**config.mk**
```make
export PLATFORM = sky130hd
export DESIGN_NAME = aop_top
export DESIGN_NICKNAME = d
export VERILOG_FILES = /design/src/pkg/aop_pkg.sv /design/src/design/aop_top.sv
export SDC_FILE = /design/constraint.sdc
export NUM_CORES = 1
export LEC_CHECK = 0
export ABC_AREA = 1
export BUFFER_PORTS_ARGS = -buffer_cell sky130_fd_sc_hd__buf_2
export CAP_MARGIN = 20
export CORE_MARGIN = 2
export CORE_UTILIZATION = 49
export DETAILED_ROUTE_END_ITERATION = 16
export PLACE_DENSITY = 0.8
export SLEW_MARGIN = 40
export SYNTH_ARGS = -nofsm -noshare
export SYNTH_HDL_FRONTEND = slang
export SYNTH_SLANG_ARGS = --single-unit
```
**constraint.sdc**
```tcl
create_clock -name sys_clk -period 6.3 [get_ports sys_clk]
set_input_delay 0.945 -clock sys_clk [delete_from_list [all_inputs] [get_ports sys_clk]]
set_output_delay 0.945 -clock sys_clk [all_outputs]
set_load 0.005 [all_outputs]
```
**src/pkg/aop_pkg.sv**
```systemverilog
// Constants for the audio output port configuration block.
// Assumes a 200 MHz system clock and a 32-bit APB register bus.
package aop_pkg;
    // Register byte offsets
    localparam logic [7:0]  ADDR_MSG      = 8'h00;
    localparam logic [7:0]  ADDR_CTRL     = 8'h04;
    localparam logic [7:0]  ADDR_CFG      = 8'h08;
    localparam logic [7:0]  ADDR_STATUS   = 8'h0C;
    // Control bits
    localparam int          CTRL_RESTART  = 0;
    localparam int          CTRL_SOFTRST  = 1;
    localparam int          CTRL_ENABLE   = 2;
    localparam int          CTRL_PCM      = 3;
    // Message word layout
    localparam logic [7:0]  MSG_PREFIX    = 8'h80;
    localparam logic [7:0]  MSG_OP_AND    = 8'h02;
    localparam logic [7:0]  MSG_OP_OR     = 8'h01;
    localparam logic [7:0]  CFG_WORD_ADDR = 8'h7F;
    // Output configuration word fields
    localparam int          RATE_LSB      = 8;
    localparam int          POL_BIT       = 19;
    localparam logic [2:0]  RATE_64       = 3'h1;
    localparam logic [2:0]  RATE_128      = 3'h2;
    localparam logic [2:0]  RATE_256      = 3'h3;
    localparam logic [23:0] CFG_RESET     = 24'h000100;
    // Sample format
    localparam int          SAMPLE_BITS   = 24;
    // Parser states
    typedef enum logic {AOP_IDLE, AOP_OPERAND} aop_state_t;
endpackage : aop_pkg

```
**src/design/aop_top.sv**
```systemverilog
// Audio output port configuration and serial output generator.
// Assumes APB master on sys_clk; mclk and clock fault arrive asynchronously.
//
// Overview of operation
// Rate field picks 64, 128 or 256 Fs
// Polarity bit selects data valid edge
// Every output sample carries 24 bits
// Host uses 128Fs for six-channel 20-bit
// Host uses 128Fs for four-channel 24-bit
// Host uses 256Fs for six-channel 24-bit
// Host resets when port clocks corrupt
// Restart and resets clear input FIFO
// Compressed input resyncs; PCM needs reset
// Host sends one configuration message
// Omitted parameters keep default settings
// External bit clock at least 48Fs
// Bit and frame clocks derived from mclk
// Code 8002 ANDs mask, 8001 ORs value
`timescale 1ns/100ps
module aop_top (
    input  wire logic        sys_clk,
    input  wire logic        rst,
    input  wire logic        psel,
    input  wire logic        penable,
    input  wire logic        pwrite,
    input  wire logic [7:0]  paddr,
    input  wire logic [31:0] pwdata,
    output logic      [31:0] prdata,
    output logic             pready,
    output logic             pslverr,
    input  wire logic        mclk,
    input  wire logic        clk_fault,
    input  wire logic [23:0] sample_left,
    input  wire logic [23:0] sample_right,
    output logic             sample_req,
    output logic             sclk,
    output logic             lrclk,
    output logic             sdata,
    output logic             fifo_clear
);
    // Bus state
    logic              pready_q, pslverr_q;
    logic [31:0]       prdata_q;
    logic              wr_take, rd_take;
    // Configuration state
    logic [23:0]       cfg_q;
    aop_pkg::aop_state_t state_q;
    logic [1:0]        op_q;
    logic              cfg_hit_q;
    logic              enable_q, pcm_q, corrupt_q, fifo_clear_q;
    logic              softrst, restart;
    // Clock sync
    logic              mclk_s1, mclk_s2, mclk_s3, flt_s1, flt_s2;
    logic              mclk_edge;
    // Serial generator
    logic [2:0]        rate_q;
    logic [1:0]        div_q;
    logic              bclk_q, sclk_q, lrclk_q, sdata_q, req_q;
    logic [7:0]        bit_q;
    logic [23:0]       left_q, right_q;
    logic              fall_edge;

    // Mclk half periods per bit clock half period, less one (terminal count of div_q)
    function automatic logic [1:0] half_div(input logic [2:0] rate);
        unique case (rate)
            aop_pkg::RATE_128: half_div = 2'h1;
            aop_pkg::RATE_256: half_div = 2'h0;
            default:           half_div = 2'h3;
        endcase
    endfunction : half_div

    // Last bit index of a frame
    function automatic logic [7:0] frame_last(input logic [2:0] rate);
        unique case (rate)
            aop_pkg::RATE_128: frame_last = 8'h7F;
            aop_pkg::RATE_256: frame_last = 8'hFF;
            default:           frame_last = 8'h3F;
        endcase
    endfunction : frame_last

    assign wr_take = psel && penable && pready_q && pwrite;
    assign rd_take = psel && penable && !pwrite;
    assign softrst = wr_take && paddr == aop_pkg::ADDR_CTRL && pwdata[aop_pkg::CTRL_SOFTRST];
    assign restart = wr_take && paddr == aop_pkg::ADDR_CTRL && pwdata[aop_pkg::CTRL_RESTART];

    // One wait state, then answer with data and error
    always_ff @(posedge sys_clk or posedge rst) begin
        if (rst) begin
            pready_q  <= 1'b0;
            pslverr_q <= 1'b0;
            prdata_q  <= 32'h00000000;
        end else begin
            pready_q  <= psel && penable && !pready_q;
            pslverr_q <= psel && penable && !pready_q && paddr != aop_pkg::ADDR_MSG
                         && paddr != aop_pkg::ADDR_CTRL && paddr != aop_pkg::ADDR_CFG
                         && paddr != aop_pkg::ADDR_STATUS;
            prdata_q  <= 32'h00000000;
            if (rd_take && !pready_q) begin
                unique case (paddr)
                    aop_pkg::ADDR_CTRL:   prdata_q <= {28'h0000000, pcm_q, enable_q, 2'h0};
                    aop_pkg::ADDR_CFG:    prdata_q <= {8'h00, cfg_q};
                    aop_pkg::ADDR_STATUS: prdata_q <= {30'h00000000,
                                                       state_q == aop_pkg::AOP_OPERAND,
                                                       corrupt_q};
                    default:              prdata_q <= 32'h00000000;
                endcase
            end
        end
    end

    // Message parser: header then operand word
    always_ff @(posedge sys_clk or posedge rst) begin
        if (rst) begin
            state_q   <= aop_pkg::AOP_IDLE;
            op_q      <= 2'h0;
            cfg_hit_q <= 1'b0;
            cfg_q     <= aop_pkg::CFG_RESET;
        end else if (softrst) begin
            state_q   <= aop_pkg::AOP_IDLE;
            cfg_q     <= aop_pkg::CFG_RESET;
        end else if (wr_take && paddr == aop_pkg::ADDR_MSG) begin
            unique case (state_q)
                aop_pkg::AOP_IDLE: begin
                    if (pwdata[23:16] == aop_pkg::MSG_PREFIX
                        && (pwdata[15:8] == aop_pkg::MSG_OP_AND
                        || pwdata[15:8] == aop_pkg::MSG_OP_OR)) begin
                        state_q   <= aop_pkg::AOP_OPERAND;
                        op_q      <= pwdata[9:8];
                        cfg_hit_q <= pwdata[7:0] == aop_pkg::CFG_WORD_ADDR;
                    end
                end
                aop_pkg::AOP_OPERAND: begin
                    state_q <= aop_pkg::AOP_IDLE;
                    if (cfg_hit_q && op_q == aop_pkg::MSG_OP_AND[1:0])
                        cfg_q <= cfg_q & pwdata[23:0];
                    else if (cfg_hit_q)
                        cfg_q <= cfg_q | pwdata[23:0];
                end
            endcase
        end
    end

    // Control bits, FIFO clear pulse and corruption flag
    always_ff @(posedge sys_clk or posedge rst) begin
        if (rst) begin
            enable_q     <= 1'b0;
            pcm_q        <= 1'b0;
            corrupt_q    <= 1'b0;
            fifo_clear_q <= 1'b1;
        end else begin
            fifo_clear_q <= softrst || restart;
            if (wr_take && paddr == aop_pkg::ADDR_CTRL) begin
                enable_q <= pwdata[aop_pkg::CTRL_ENABLE];
                pcm_q    <= pwdata[aop_pkg::CTRL_PCM];
            end
            // Set wins over the clearing reset
            if (flt_s2 && pcm_q)
                corrupt_q <= 1'b1;
            else if (softrst || restart)
                corrupt_q <= 1'b0;
        end
    end

    // Two-stage synchronisers for mclk and fault
    always_ff @(posedge sys_clk or posedge rst) begin
        if (rst) begin
            mclk_s1 <= 1'b0;
            mclk_s2 <= 1'b0;
            mclk_s3 <= 1'b0;
            flt_s1  <= 1'b0;
            flt_s2  <= 1'b0;
        end else begin
            mclk_s1 <= mclk;
            mclk_s2 <= mclk_s1;
            mclk_s3 <= mclk_s2;
            flt_s1  <= clk_fault;
            flt_s2  <= flt_s1;
        end
    end

    assign mclk_edge = mclk_s2 != mclk_s3;
    assign fall_edge = mclk_edge && div_q == half_div(rate_q) && bclk_q;

    // Bit clock divider, frame counter and sample latch
    always_ff @(posedge sys_clk or posedge rst) begin
        if (rst) begin
            rate_q  <= aop_pkg::RATE_64;
            div_q   <= 2'h0;
            bclk_q  <= 1'b0;
            bit_q   <= 8'h00;
            left_q  <= 24'h000000;
            right_q <= 24'h000000;
            req_q   <= 1'b0;
        end else if (!enable_q) begin
            rate_q  <= cfg_q[aop_pkg::RATE_LSB +: 3];
            div_q   <= 2'h0;
            bclk_q  <= 1'b0;
            bit_q   <= 8'h00;
            req_q   <= 1'b0;
        end else begin
            req_q <= 1'b0;
            if (mclk_edge) begin
                if (div_q == half_div(rate_q)) begin
                    div_q  <= 2'h0;
                    bclk_q <= !bclk_q;
                end else begin
                    div_q <= div_q + 2'h1;
                end
            end
            // Data changes on the internal falling edge
            if (fall_edge) begin
                if (bit_q == frame_last(rate_q)) begin
                    bit_q   <= 8'h00;
                    rate_q  <= cfg_q[aop_pkg::RATE_LSB +: 3];
                    left_q  <= sample_left;
                    right_q <= sample_right;
                    req_q   <= 1'b1;
                end else begin
                    bit_q <= bit_q + 8'h01;
                end
            end
        end
    end

    // Output pins, polarity applied to the bit clock
    always_ff @(posedge sys_clk or posedge rst) begin
        if (rst) begin
            sclk_q  <= 1'b0;
            lrclk_q <= 1'b0;
            sdata_q <= 1'b0;
        end else begin
            sclk_q  <= enable_q && (bclk_q ^ cfg_q[aop_pkg::POL_BIT]);
            lrclk_q <= enable_q && (bit_q <= (frame_last(rate_q) >> 1));
            if (!enable_q)
                sdata_q <= 1'b0;
            else if (bit_q <= (frame_last(rate_q) >> 1))
                sdata_q <= bit_q < 8'(aop_pkg::SAMPLE_BITS)
                           && left_q[5'(aop_pkg::SAMPLE_BITS - 1) - bit_q[4:0]];
            else
                sdata_q <= (bit_q - (frame_last(rate_q) >> 1) - 8'h01)
                           < 8'(aop_pkg::SAMPLE_BITS)
                           && right_q[5'(aop_pkg::SAMPLE_BITS - 1)
                           - 5'(bit_q - (frame_last(rate_q) >> 1) - 8'h01)];
        end
    end

    assign prdata     = prdata_q;
    assign pready     = pready_q;
    assign pslverr    = pslverr_q;
    assign sclk       = sclk_q;
    assign lrclk      = lrclk_q;
    assign sdata      = sdata_q;
    assign sample_req = req_q;
    assign fifo_clear = fifo_clear_q;
endmodule : aop_top

```
==> results.sh, run 1 <==
export IMPL_status="completed"
export IMPL_synthMuxAreaShare=0
export IMPL_drive_gt1_frac=0.167
export IMPL_ctsHoldBuffers=0
export IMPL_relSlewSlack=0.460
export IMPL_setup_viol=0
export IMPL_cts_tree="built"
export IMPL_cts_htree_levels=4
export IMPL_grt_pass1_wl_mm=25.6
export IMPL_core_area_mm2=0.0133
export IMPL_drv_cap=0
export IMPL_fin_hold_ws_ps=348
export IMPL_avgRoutedWirePerCell_um=12.8
export IMPL_diodes=0
export IMPL_synthSimpleGateAreaFrac=0.301
export IMPL_cp_common_cell="nand2_1"
export IMPL_post_route_min_period_ps=2960
export IMPL_report_final_slew_viol_count=0
export IMPL_grt_max_degree=72
export IMPL_fillers=1204
export IMPL_p_total_uw=1860
export IMPL_fin_nets=1101
export IMPL_crit_start="bit_q[1]"
export IMPL_crit_required_ps=6650
export IMPL_period_share=0.469
export IMPL_pin_count=134
export IMPL_synthXorXnorAreaFrac=0.0103
export IMPL_critPathSlowestCell="dfrtp_1"
export IMPL_synth_warnings=0
export IMPL_vias=5834
export IMPL_tightest_slew_ps=808
export IMPL_dr_pass1_iters=5
export IMPL_dp_hpwl_mm=10.3
export IMPL_cts_root_buffer="clkbuf_16"
export IMPL_vdd_drop_max_mv=0.187
export IMPL_crit_fanout=45
export IMPL_drc_errors=0
export IMPL_post_cts_resize_count=0
export IMPL_seq_area_mm2=0.00323
export IMPL_min_delay_start="mclk_s1"
export IMPL_areaGrowthSynthToFinish_pct=18.5
export IMPL_timing_worst_setup_path_type="flop to flop"
export IMPL_port_buffers=117
export IMPL_async_reset_ff_frac=1.00
export IMPL_synth_ff_type="dfrtp_1"
export IMPL_syn_area_mm2=0.00678
export IMPL_cp_end_kind="flop"
export IMPL_synthAdderAreaFrac=0.0103
export IMPL_clkSinkCount=129
export IMPL_grt_pass1_vias=5566
export IMPL_setup_tns_ps=0
export IMPL_finalHoldViolCount=0
export IMPL_crit_chain="ha_1 > nand2_1 > nor2_1 > nand4_2 > nor2_4 > nand2_1 > buf_4 > nand2_1 > nand2_1 > inv_1"
export IMPL_dieWidth_um=122
export IMPL_grt_overflow_total=0
export IMPL_cts_buffer_depth=2
export IMPL_power_leakage_uw=0.00450
export IMPL_drt_first_iter_violations=437
export IMPL_synth_top_area_share=0.465
export IMPL_cts_setup_buffers=0
export IMPL_synth_compound_area_frac=0.0672
export IMPL_synthCells=900
export IMPL_powerDensity_mw_per_mm2=231
export IMPL_grt_usage=0.219
export IMPL_synth_top_cells_by_area="dfrtp_1 47%, nand2_1 14%, inv_1 9.3%"
export IMPL_gp_congestion=0.869
export IMPL_skew_ps=6.49
export IMPL_startpoint_type="flop"
export IMPL_wl_mm=15.2
export IMPL_vias_per_cell=4.90
export IMPL_clkTransAtPathRegs_ps=60
export IMPL_start_util=0.508
export IMPL_rsz0062_at_grt="no"
export IMPL_max_freq_mhz=338
export IMPL_cts_buffers=17
export IMPL_clkLatencyLatePin_ps=410
export IMPL_yosysSeqAreaShare=0.477
export IMPL_multi_input_area_mm2=0.00268
export IMPL_avgSynthCellArea_um2=7.53
export IMPL_synth_seq_cells=129
export IMPL_die_area_mm2=0.0148
export IMPL_layout_commonest_cell="nand2_1"
export IMPL_layout_common_cells="253 x nand2_1, 167 x inv_1, 126 x dfrtp_1"
export IMPL_timing_rr_start="bit_q[1]"
export IMPL_synth_top_family_by_area="simple AND/OR/NAND/NOR gates"
export IMPL_max_stage_delay_ps=760
export IMPL_rows=42
export IMPL_antenna_found_initial=0
export IMPL_fp_dieH_um=122
export IMPL_synth_edff_count=0
export IMPL_hp_class="flop to flop"
export IMPL_synth_cell_types=33
export IMPL_crit_arrival_ps=3310
export IMPL_postRouteAntennaNets=0
export IMPL_synth_top_cell_by_area="dfrtp_1"
## per-stage QoR
stage | utilization | area (um^2) | setup WS, ps | instances
floorplan | - | 6800 | 1920 | 907
global placement | 0.555 | 7400 | 2980 | 1155
detailed placement | 0.557 | 7430 | 3010 | 1157
CTS | 0.600 | 8000 | 3390 | 1189
global route | 0.601 | 8030 | 3140 | 1190
finish | 0.601 | 8030 | 3340 | 1190
## registers in the layout, indices dropped and copies added, names as in the netlist, 2 cells and up
register / count
bit_q: 8
cfg_q: 24
div_q: 2
left_q: 24
op_q: 2
prdata: 24
rate_q: 3
right_q: 24
## cell families after synthesis
family / after synthesis
adders and majority gates: 5
other: 1
DFF: 129
AOI/OAI and AO/OA: 89
and+or+nand+nor: 446
buffers and inverters: 222
xor gates and xnor gates: 8
## critical path, delay by kind of cell (launching register included)
family	cells	cell delay (ps)
buf+inv	2	370
fa+ha+maj	1	280
flops	1	760
simple gates	7	1460
## power breakdown
| part | leakage [uW] | internal (uW) | switching, uW |
|---|---|---|---|
| Combinational | 0.00256 | 31.8 | 42.4 |
| Sequential | 0.00166 | 833 | 1.44 |
| Clock | 0.000278 | 612 | 335 |
## worst paths after layout
kind                         endpoint  slack, ps  cells after the start
hold / removal                mclk_s2        350                      0
max in group asynchronous  prdata[11]       4980                      3
min in group asynchronous  right_q[4]        460                      2
setup / recovery            left_q[5]       3340                     10
hold reg to reg               mclk_s2        350                      0
setup reg to reg            left_q[5]       3340                     10
## per-layer routing
metal	track usage	wire [um]
met3	0.0440	766
met5	0	0
met2	0.369	7600
met1	0.281	6650
met4	0.0826	170
## synthesized netlist by cell type (all sizes together), types with 2 or more instances
master and count:
nand3 42, nor2 56, nor3 26, inv 170, nand3b 53, o211ai 3, o21ai 48, dfstp 3
clkbuf 29, a21oi 37, nand4 8, xor2 6, nand2 255, xnor2 2, buf 22, dfrtp 126
ha 4, nor4 5
## layout make-up
type	count	area share
clock buffer	26	0.0610
clock inverter	6	0.0103
inverter	171	0.0803
multi-input combinational	556	0.334
sequential	129	0.403
tap	176	0.0274
timing repair buffer	126	0.0848
Power figures use the tool's default switching activity.
==> run 2, diff against run 1 <==
PLACE_DENSITY = 0.83   (was 0.8)
clock period = 2.4 ns   (was 6.3 ns; I/O delays follow)
==> run 2 against run 1 <==
Combinational power rose to 2.7 times the previous value. Maximum frequency rose by 46%. Count of clock-buffer cells in the layout fell by 9. Setup slack worse by 3000 ps. Wire length increased by 2.3%. Die area stayed put. First-iteration DRC count down 9.8%. Utilization rose by 0.83 points. Global-route usage increased by 0.12 points. Total power grew to 2.6 times the previous value. Final area grew 1.4%. Largest power group unchanged.
==> results.sh, run 2 (synthesized netlist as in run 1, its figures left out) <==
export IMPL_status="completed"
export IMPL_cts_htree_levels=4
export IMPL_postRouteAntennaNets=0
export IMPL_post_cts_resize_count=0
export IMPL_vias=5886
export IMPL_die_area_mm2=0.0148
export IMPL_clkTransAtPathRegs_ps=60
export IMPL_layoutNonFillerInstCount=1203
export IMPL_dieWidth_um=122
export IMPL_antenna_found_initial=0
export IMPL_layout_commonest_cell="nand2_1"
export IMPL_grt_max_degree=53
export IMPL_layout_common_cells="254 x nand2_1, 167 x inv_1, 126 x dfrtp_1"
export IMPL_gp_congestion=0.881
export IMPL_core_area_mm2=0.0133
export IMPL_drv_cap=0
export IMPL_drive_gt1_frac=0.181
export IMPL_post_route_min_period_ps=2030
export IMPL_rows=42
export IMPL_layout_setup_ws_ps=368
export IMPL_grt_pass1_vias=5605
export IMPL_dp_hpwl_mm=10.7
export IMPL_crit_arrival_ps=2350
export IMPL_power_leakage_uw=0.00457
export IMPL_grt_usage=0.220
export IMPL_pre_cts_slack_ps=397
export IMPL_crit_fanout=5
export IMPL_port_buffers=117
export IMPL_diodes=0
export IMPL_areaGrowthSynthToFinish_pct=20.1
export IMPL_vias_per_cell=4.89
export IMPL_cts_buffer_depth=2
export IMPL_hp_class="primary input to flop"
export IMPL_start_util=0.508
export IMPL_max_freq_mhz=492
export IMPL_drc_errors=0
export IMPL_cts_root_buffer="clkbuf_16"
export IMPL_relSlewSlack=0.487
export IMPL_wl_mm=15.5
export IMPL_report_final_slew_viol_count=0
export IMPL_rsz0062_at_grt="no"
export IMPL_clkSinkCount=129
export IMPL_pin_count=134
export IMPL_fillers=1195
export IMPL_clkLatencyLatePin_ps=420
export IMPL_cp_end_kind="flop"
export IMPL_setup_tns_ps=0
export IMPL_powerDensity_mw_per_mm2=602
export IMPL_p_total_uw=4900
export IMPL_fp_dieH_um=122
export IMPL_dr_pass1_iters=4
export IMPL_crit_required_ps=2710
export IMPL_startpoint_type="flop"
export IMPL_drt_first_iter_violations=394
export IMPL_fin_nets=1114
export IMPL_timing_worst_setup_path_type="flop to flop"
export IMPL_grt_overflow_total=0
export IMPL_cts_tree="built"
export IMPL_skew_ps=8.54
export IMPL_cts_buffers=17
export IMPL_tightest_slew_ps=766
export IMPL_fin_hold_ws_ps=44.5
export IMPL_avgRoutedWirePerCell_um=12.9
export IMPL_vdd_drop_max_mv=0.431
export IMPL_setup_viol=0
export IMPL_period_share=0.847
export IMPL_place_inst=1170
export IMPL_grt_pass1_wl_mm=25.8
export IMPL_finalHoldViolCount=0
==> run 2: cell count changes in the layout (fill, tap and decap cells not counted), moves of 3 or more <==
cell	before	now
inv_6	0	5
clkinv_4	0	4
buf_4	5	18
clkbuf_8	3	0
clkbuf_1	6	0
==> run 2: final timing paths <==
path / slack (ps) / startpoint / to / cells after the start
min: 40 / clk_fault / flt_s1 / 1
max: 370 / rate_q[2] / sdata / 14
min reg2reg: 350 / mclk_s1 / mclk_s2 / 0
min in group asynchronous: 450 / rst / prdata[2] / 3
max in group asynchronous: 1170 / rst / rate_q[0] / 4
max reg2reg: 370 / rate_q[2] / sdata / 14
==> run 2: final cells by class <==
cell class | instances | area, um^2 | share of cell area
flip-flops and latches | 129 | 3230 | 0.397
multi-input cells | 556 | 2680 | 0.329
repair buffers | 139 | 791 | 0.0972
inverters | 171 | 646 | 0.0793
clock buffers | 17 | 425 | 0.0523
well taps | 176 | 220 | 0.0271
clock inverters | 15 | 149 | 0.0183
==> run 2: critical path: stages (launching register included) <==
cell     delay, ps
dfrtp_1        400
nor2_4         170
nand2_2        100
ha_1           300
nand3_1         80
nand2_1         60
inv_1           30
nor2_1         300
inv_1          130
nand2_1         90
nand3_1         60
nand2_1         60
inv_1           40
nand2_1         50
nor2_1          40
==> run 2: repair_timing <==
| item | 4_1_cts | 5_1_grt |
|---|---|---|
| setup buffers | 0 | 0 |
| setup endpoints to repair | 0 | 0 |
| endpoints found under the hold margin | 8 | 0 |
| hold buffers | 1 | 0 |
==> run 2: layer usage <==
metal	vias to the layer above	track usage	share of wire	routed length [um]
met4	0	0.0668	0.012	184
met3	17	0.0501	0.055	860
met2	179	0.378	0.50	7740
met1	2719	0.279	0.43	6750
met5	-	0	0	0
li1	2971	-	-	-
==> run 2: metrics by stage <==
step           instance area (um^2)  utilization
2_1_floorplan                  6810            -
3_3_place_gp                   7550        0.566
3_5_place_dp                   7550        0.566
4_1_cts                        8140        0.610
5_1_grt                        8140        0.610
6_report                       8140        0.610
==> run 2: where the power goes <==
group          internal, uW  leakage (uW)  switching, uW  total, uW
combinational          86.2       0.00262            113        199
sequential             2180       0.00166           3.70       2190
clock                  1460      0.000283           1060       2520
total                  3720       0.00457           1180       4900
==> run 3, diff against run 2 <==
clock period = 1.7 ns   (was 2.4 ns; I/O delays follow)
==> run 3 against run 2 <==
The run now ends with setup timing left. Global-route usage increased by 2.0 points. Count of clock-buffer cells in the layout increased by 2. Total power increased by 43%. Register-to-register slack got worse by 580 ps. Via count increased by 5.3%. Sequential share of layout area decreased by 2.9 points. Setup slack got worse by 580 ps. Wire length increased by 9.6%. Critical path type unchanged. Critical endpoint unchanged.
==> results.sh, run 3 (synthesized netlist as in run 1, its figures left out) <==
export IMPL_core_area_mm2=0.0133
export IMPL_crit_required_ps=2050
export IMPL_cts_htree_levels=4
export IMPL_timing_rr_end="sdata"
export IMPL_wl_mm=17.0
export IMPL_antenna_found_initial=0
export IMPL_timing_rr_start="rate_q[1]"
export IMPL_max_freq_mhz=524
export IMPL_skew_ps=5.67
export IMPL_multi_input_area_mm2=0.00280
export IMPL_die_area_mm2=0.0148
export IMPL_powerDensity_mw_per_mm2=798
export IMPL_violations="setup timing"
export IMPL_grt_overflow_total=0
export IMPL_start_util=0.508
export IMPL_pin_count=134
export IMPL_cts_buffer_depth=2
export IMPL_clkSinkCount=129
export IMPL_gp_congestion=0.866
export IMPL_cts_tree="built"
export IMPL_whs_endpoint="right_q[16]"
export IMPL_setup_viol=55
export IMPL_drc_errors=0
export IMPL_finalHoldViolCount=0
export IMPL_clkTransAtPathRegs_ps=60
export IMPL_dp_hpwl_mm=10.7
export IMPL_layout_commonest_cell="nand2_1"
export IMPL_utilization=0.658
export IMPL_fin_hold_ws_ps=113
export IMPL_min_delay_start="sample_right[16]"
export IMPL_seq_area_mm2=0.00323
export IMPL_drive_gt1_frac=0.225
export IMPL_grt_usage=0.241
export IMPL_diodes=0
export IMPL_crit_fanout=4
export IMPL_cts_buffers=17
export IMPL_report_final_slew_viol_count=0
export IMPL_postRouteAntennaNets=0
export IMPL_rrSetupSlack_ps=-210
export IMPL_power_leakage_uw=0.00490
export IMPL_status="finished with violations"
export IMPL_areaGrowthSynthToFinish_pct=29.7
export IMPL_avgRoutedWirePerCell_um=13.7
export IMPL_cp_end_kind="flop"
export IMPL_drt_first_iter_violations=488
export IMPL_rsz0062_at_grt="yes"
export IMPL_fp_dieH_um=122
export IMPL_fillers=1089
export IMPL_layout_setup_ws_ps=-210
export IMPL_crit_arrival_ps=2260
export IMPL_grt_pass1_vias=6020
export IMPL_whs_path_depth=4
export IMPL_grt_pass1_wl_mm=28.1
export IMPL_post_route_min_period_ps=1910
export IMPL_hp_class="primary input to flop"
export IMPL_period_share=1.12
export IMPL_vdd_drop_max_mv=0.555
export IMPL_dr_pass1_iters=6
export IMPL_drv_cap=0
export IMPL_grt_max_degree=61
export IMPL_clkLatencyLatePin_ps=420
export IMPL_timing_worst_setup_path_type="flop to flop"
export IMPL_rows=42
export IMPL_relSlewSlack=0.629
export IMPL_tightest_slew_ps=553
export IMPL_dieWidth_um=122
export IMPL_layout_common_cells="248 x nand2_1, 165 x inv_1, 126 x dfrtp_1"
export IMPL_port_buffers=117
export IMPL_reg2reg_depth=14
export IMPL_vias=6197
export IMPL_cts_root_buffer="clkbuf_16"
export IMPL_fin_nets=1155
export IMPL_startpoint_type="flop"
export IMPL_vias_per_cell=4.99
## run 3: cell count changes in the layout (fill, tap and decap cells not counted), moves of 5 or more
| cell | delta |
|---|---|
| buf_12 | +7 |
| inv_6 | -5 |
| buf_4 | +22 |
| nand2_1 | -6 |
| buf_6 | +5 |
## run 3: critical path: stages, from the launching register on
cell and delay, ps:
dfrtp_1 380, inv_2 70, nor2_4 50, inv_2 100, ha_4 150, inv_2 40
fa_2 510, nand2_1 60, nor3_2 120, nand2_1 70, nand2_1 60, nand2_1 60
inv_1 50, nand2_1 40, nor2_1 80
## run 3: stage by stage
stage / instances / setup TNS, ps / setup slack (ps) / area (um^2) / total power [uW]
after floorplan: 907 / -18670 / -148 / 6840 / 3290
after global placement: 1196 / -7230 / -208 / 7830 / 3430
after detailed placement: 1196 / -9600 / -256 / 7830 / 3430
after CTS: 1239 / -7990 / -200 / 8690 / 7050
after global routing: 1242 / -15210 / -358 / 8780 / 7220
final: 1242 / -6670 / -210 / 8780 / 7010
## run 3: where the power goes
group / total [uW] / switching [uW] / internal, uW
sequential: 3090 / 5.00 / 3090
combinational: 294 / 164 / 129
clock: 3620 / 1310 / 2310
## run 3: layout make-up
cell class | instances | area share
clock buffers | 19 | 0.0504
repair buffers | 180 | 0.149
clock inverters | 11 | 0.0160
inverters | 171 | 0.0735
flip-flops and latches | 129 | 0.368
well taps | 176 | 0.0251
multi-input cells | 556 | 0.318
## run 3: how the worst max path moves through the flow
stage                   start        end  cells past startpoint
floorplan                 rst     bclk_q                      1
global placement    rate_q[1]      sdata                     14
detailed placement  rate_q[1]      sdata                     15
CTS                 rate_q[1]  left_q[0]                     11
global route        rate_q[2]      sdata                     13
finish              rate_q[1]      sdata                     14
## run 3: timing repair
action | in CTS | in global routing
cloned | 4 | 1
hold buffers | 3 | 0
setup buffers | 6 | 2
hold endpoints to repair | 18 | 0
pin swaps | 1 | 5
endpoints found under the setup margin | 62 | 63
gates resized for setup | 15 | 22
## run 3: per-layer routing
layer | vias up | track usage | share of wire
met2 | 208 | 0.428 | 0.52
met4 | 0 | 0.0783 | 0.018
li1 | 3051 | - | -
met1 | 2911 | 0.296 | 0.40
met5 | - | 0 | 0
met3 | 27 | 0.0454 | 0.061
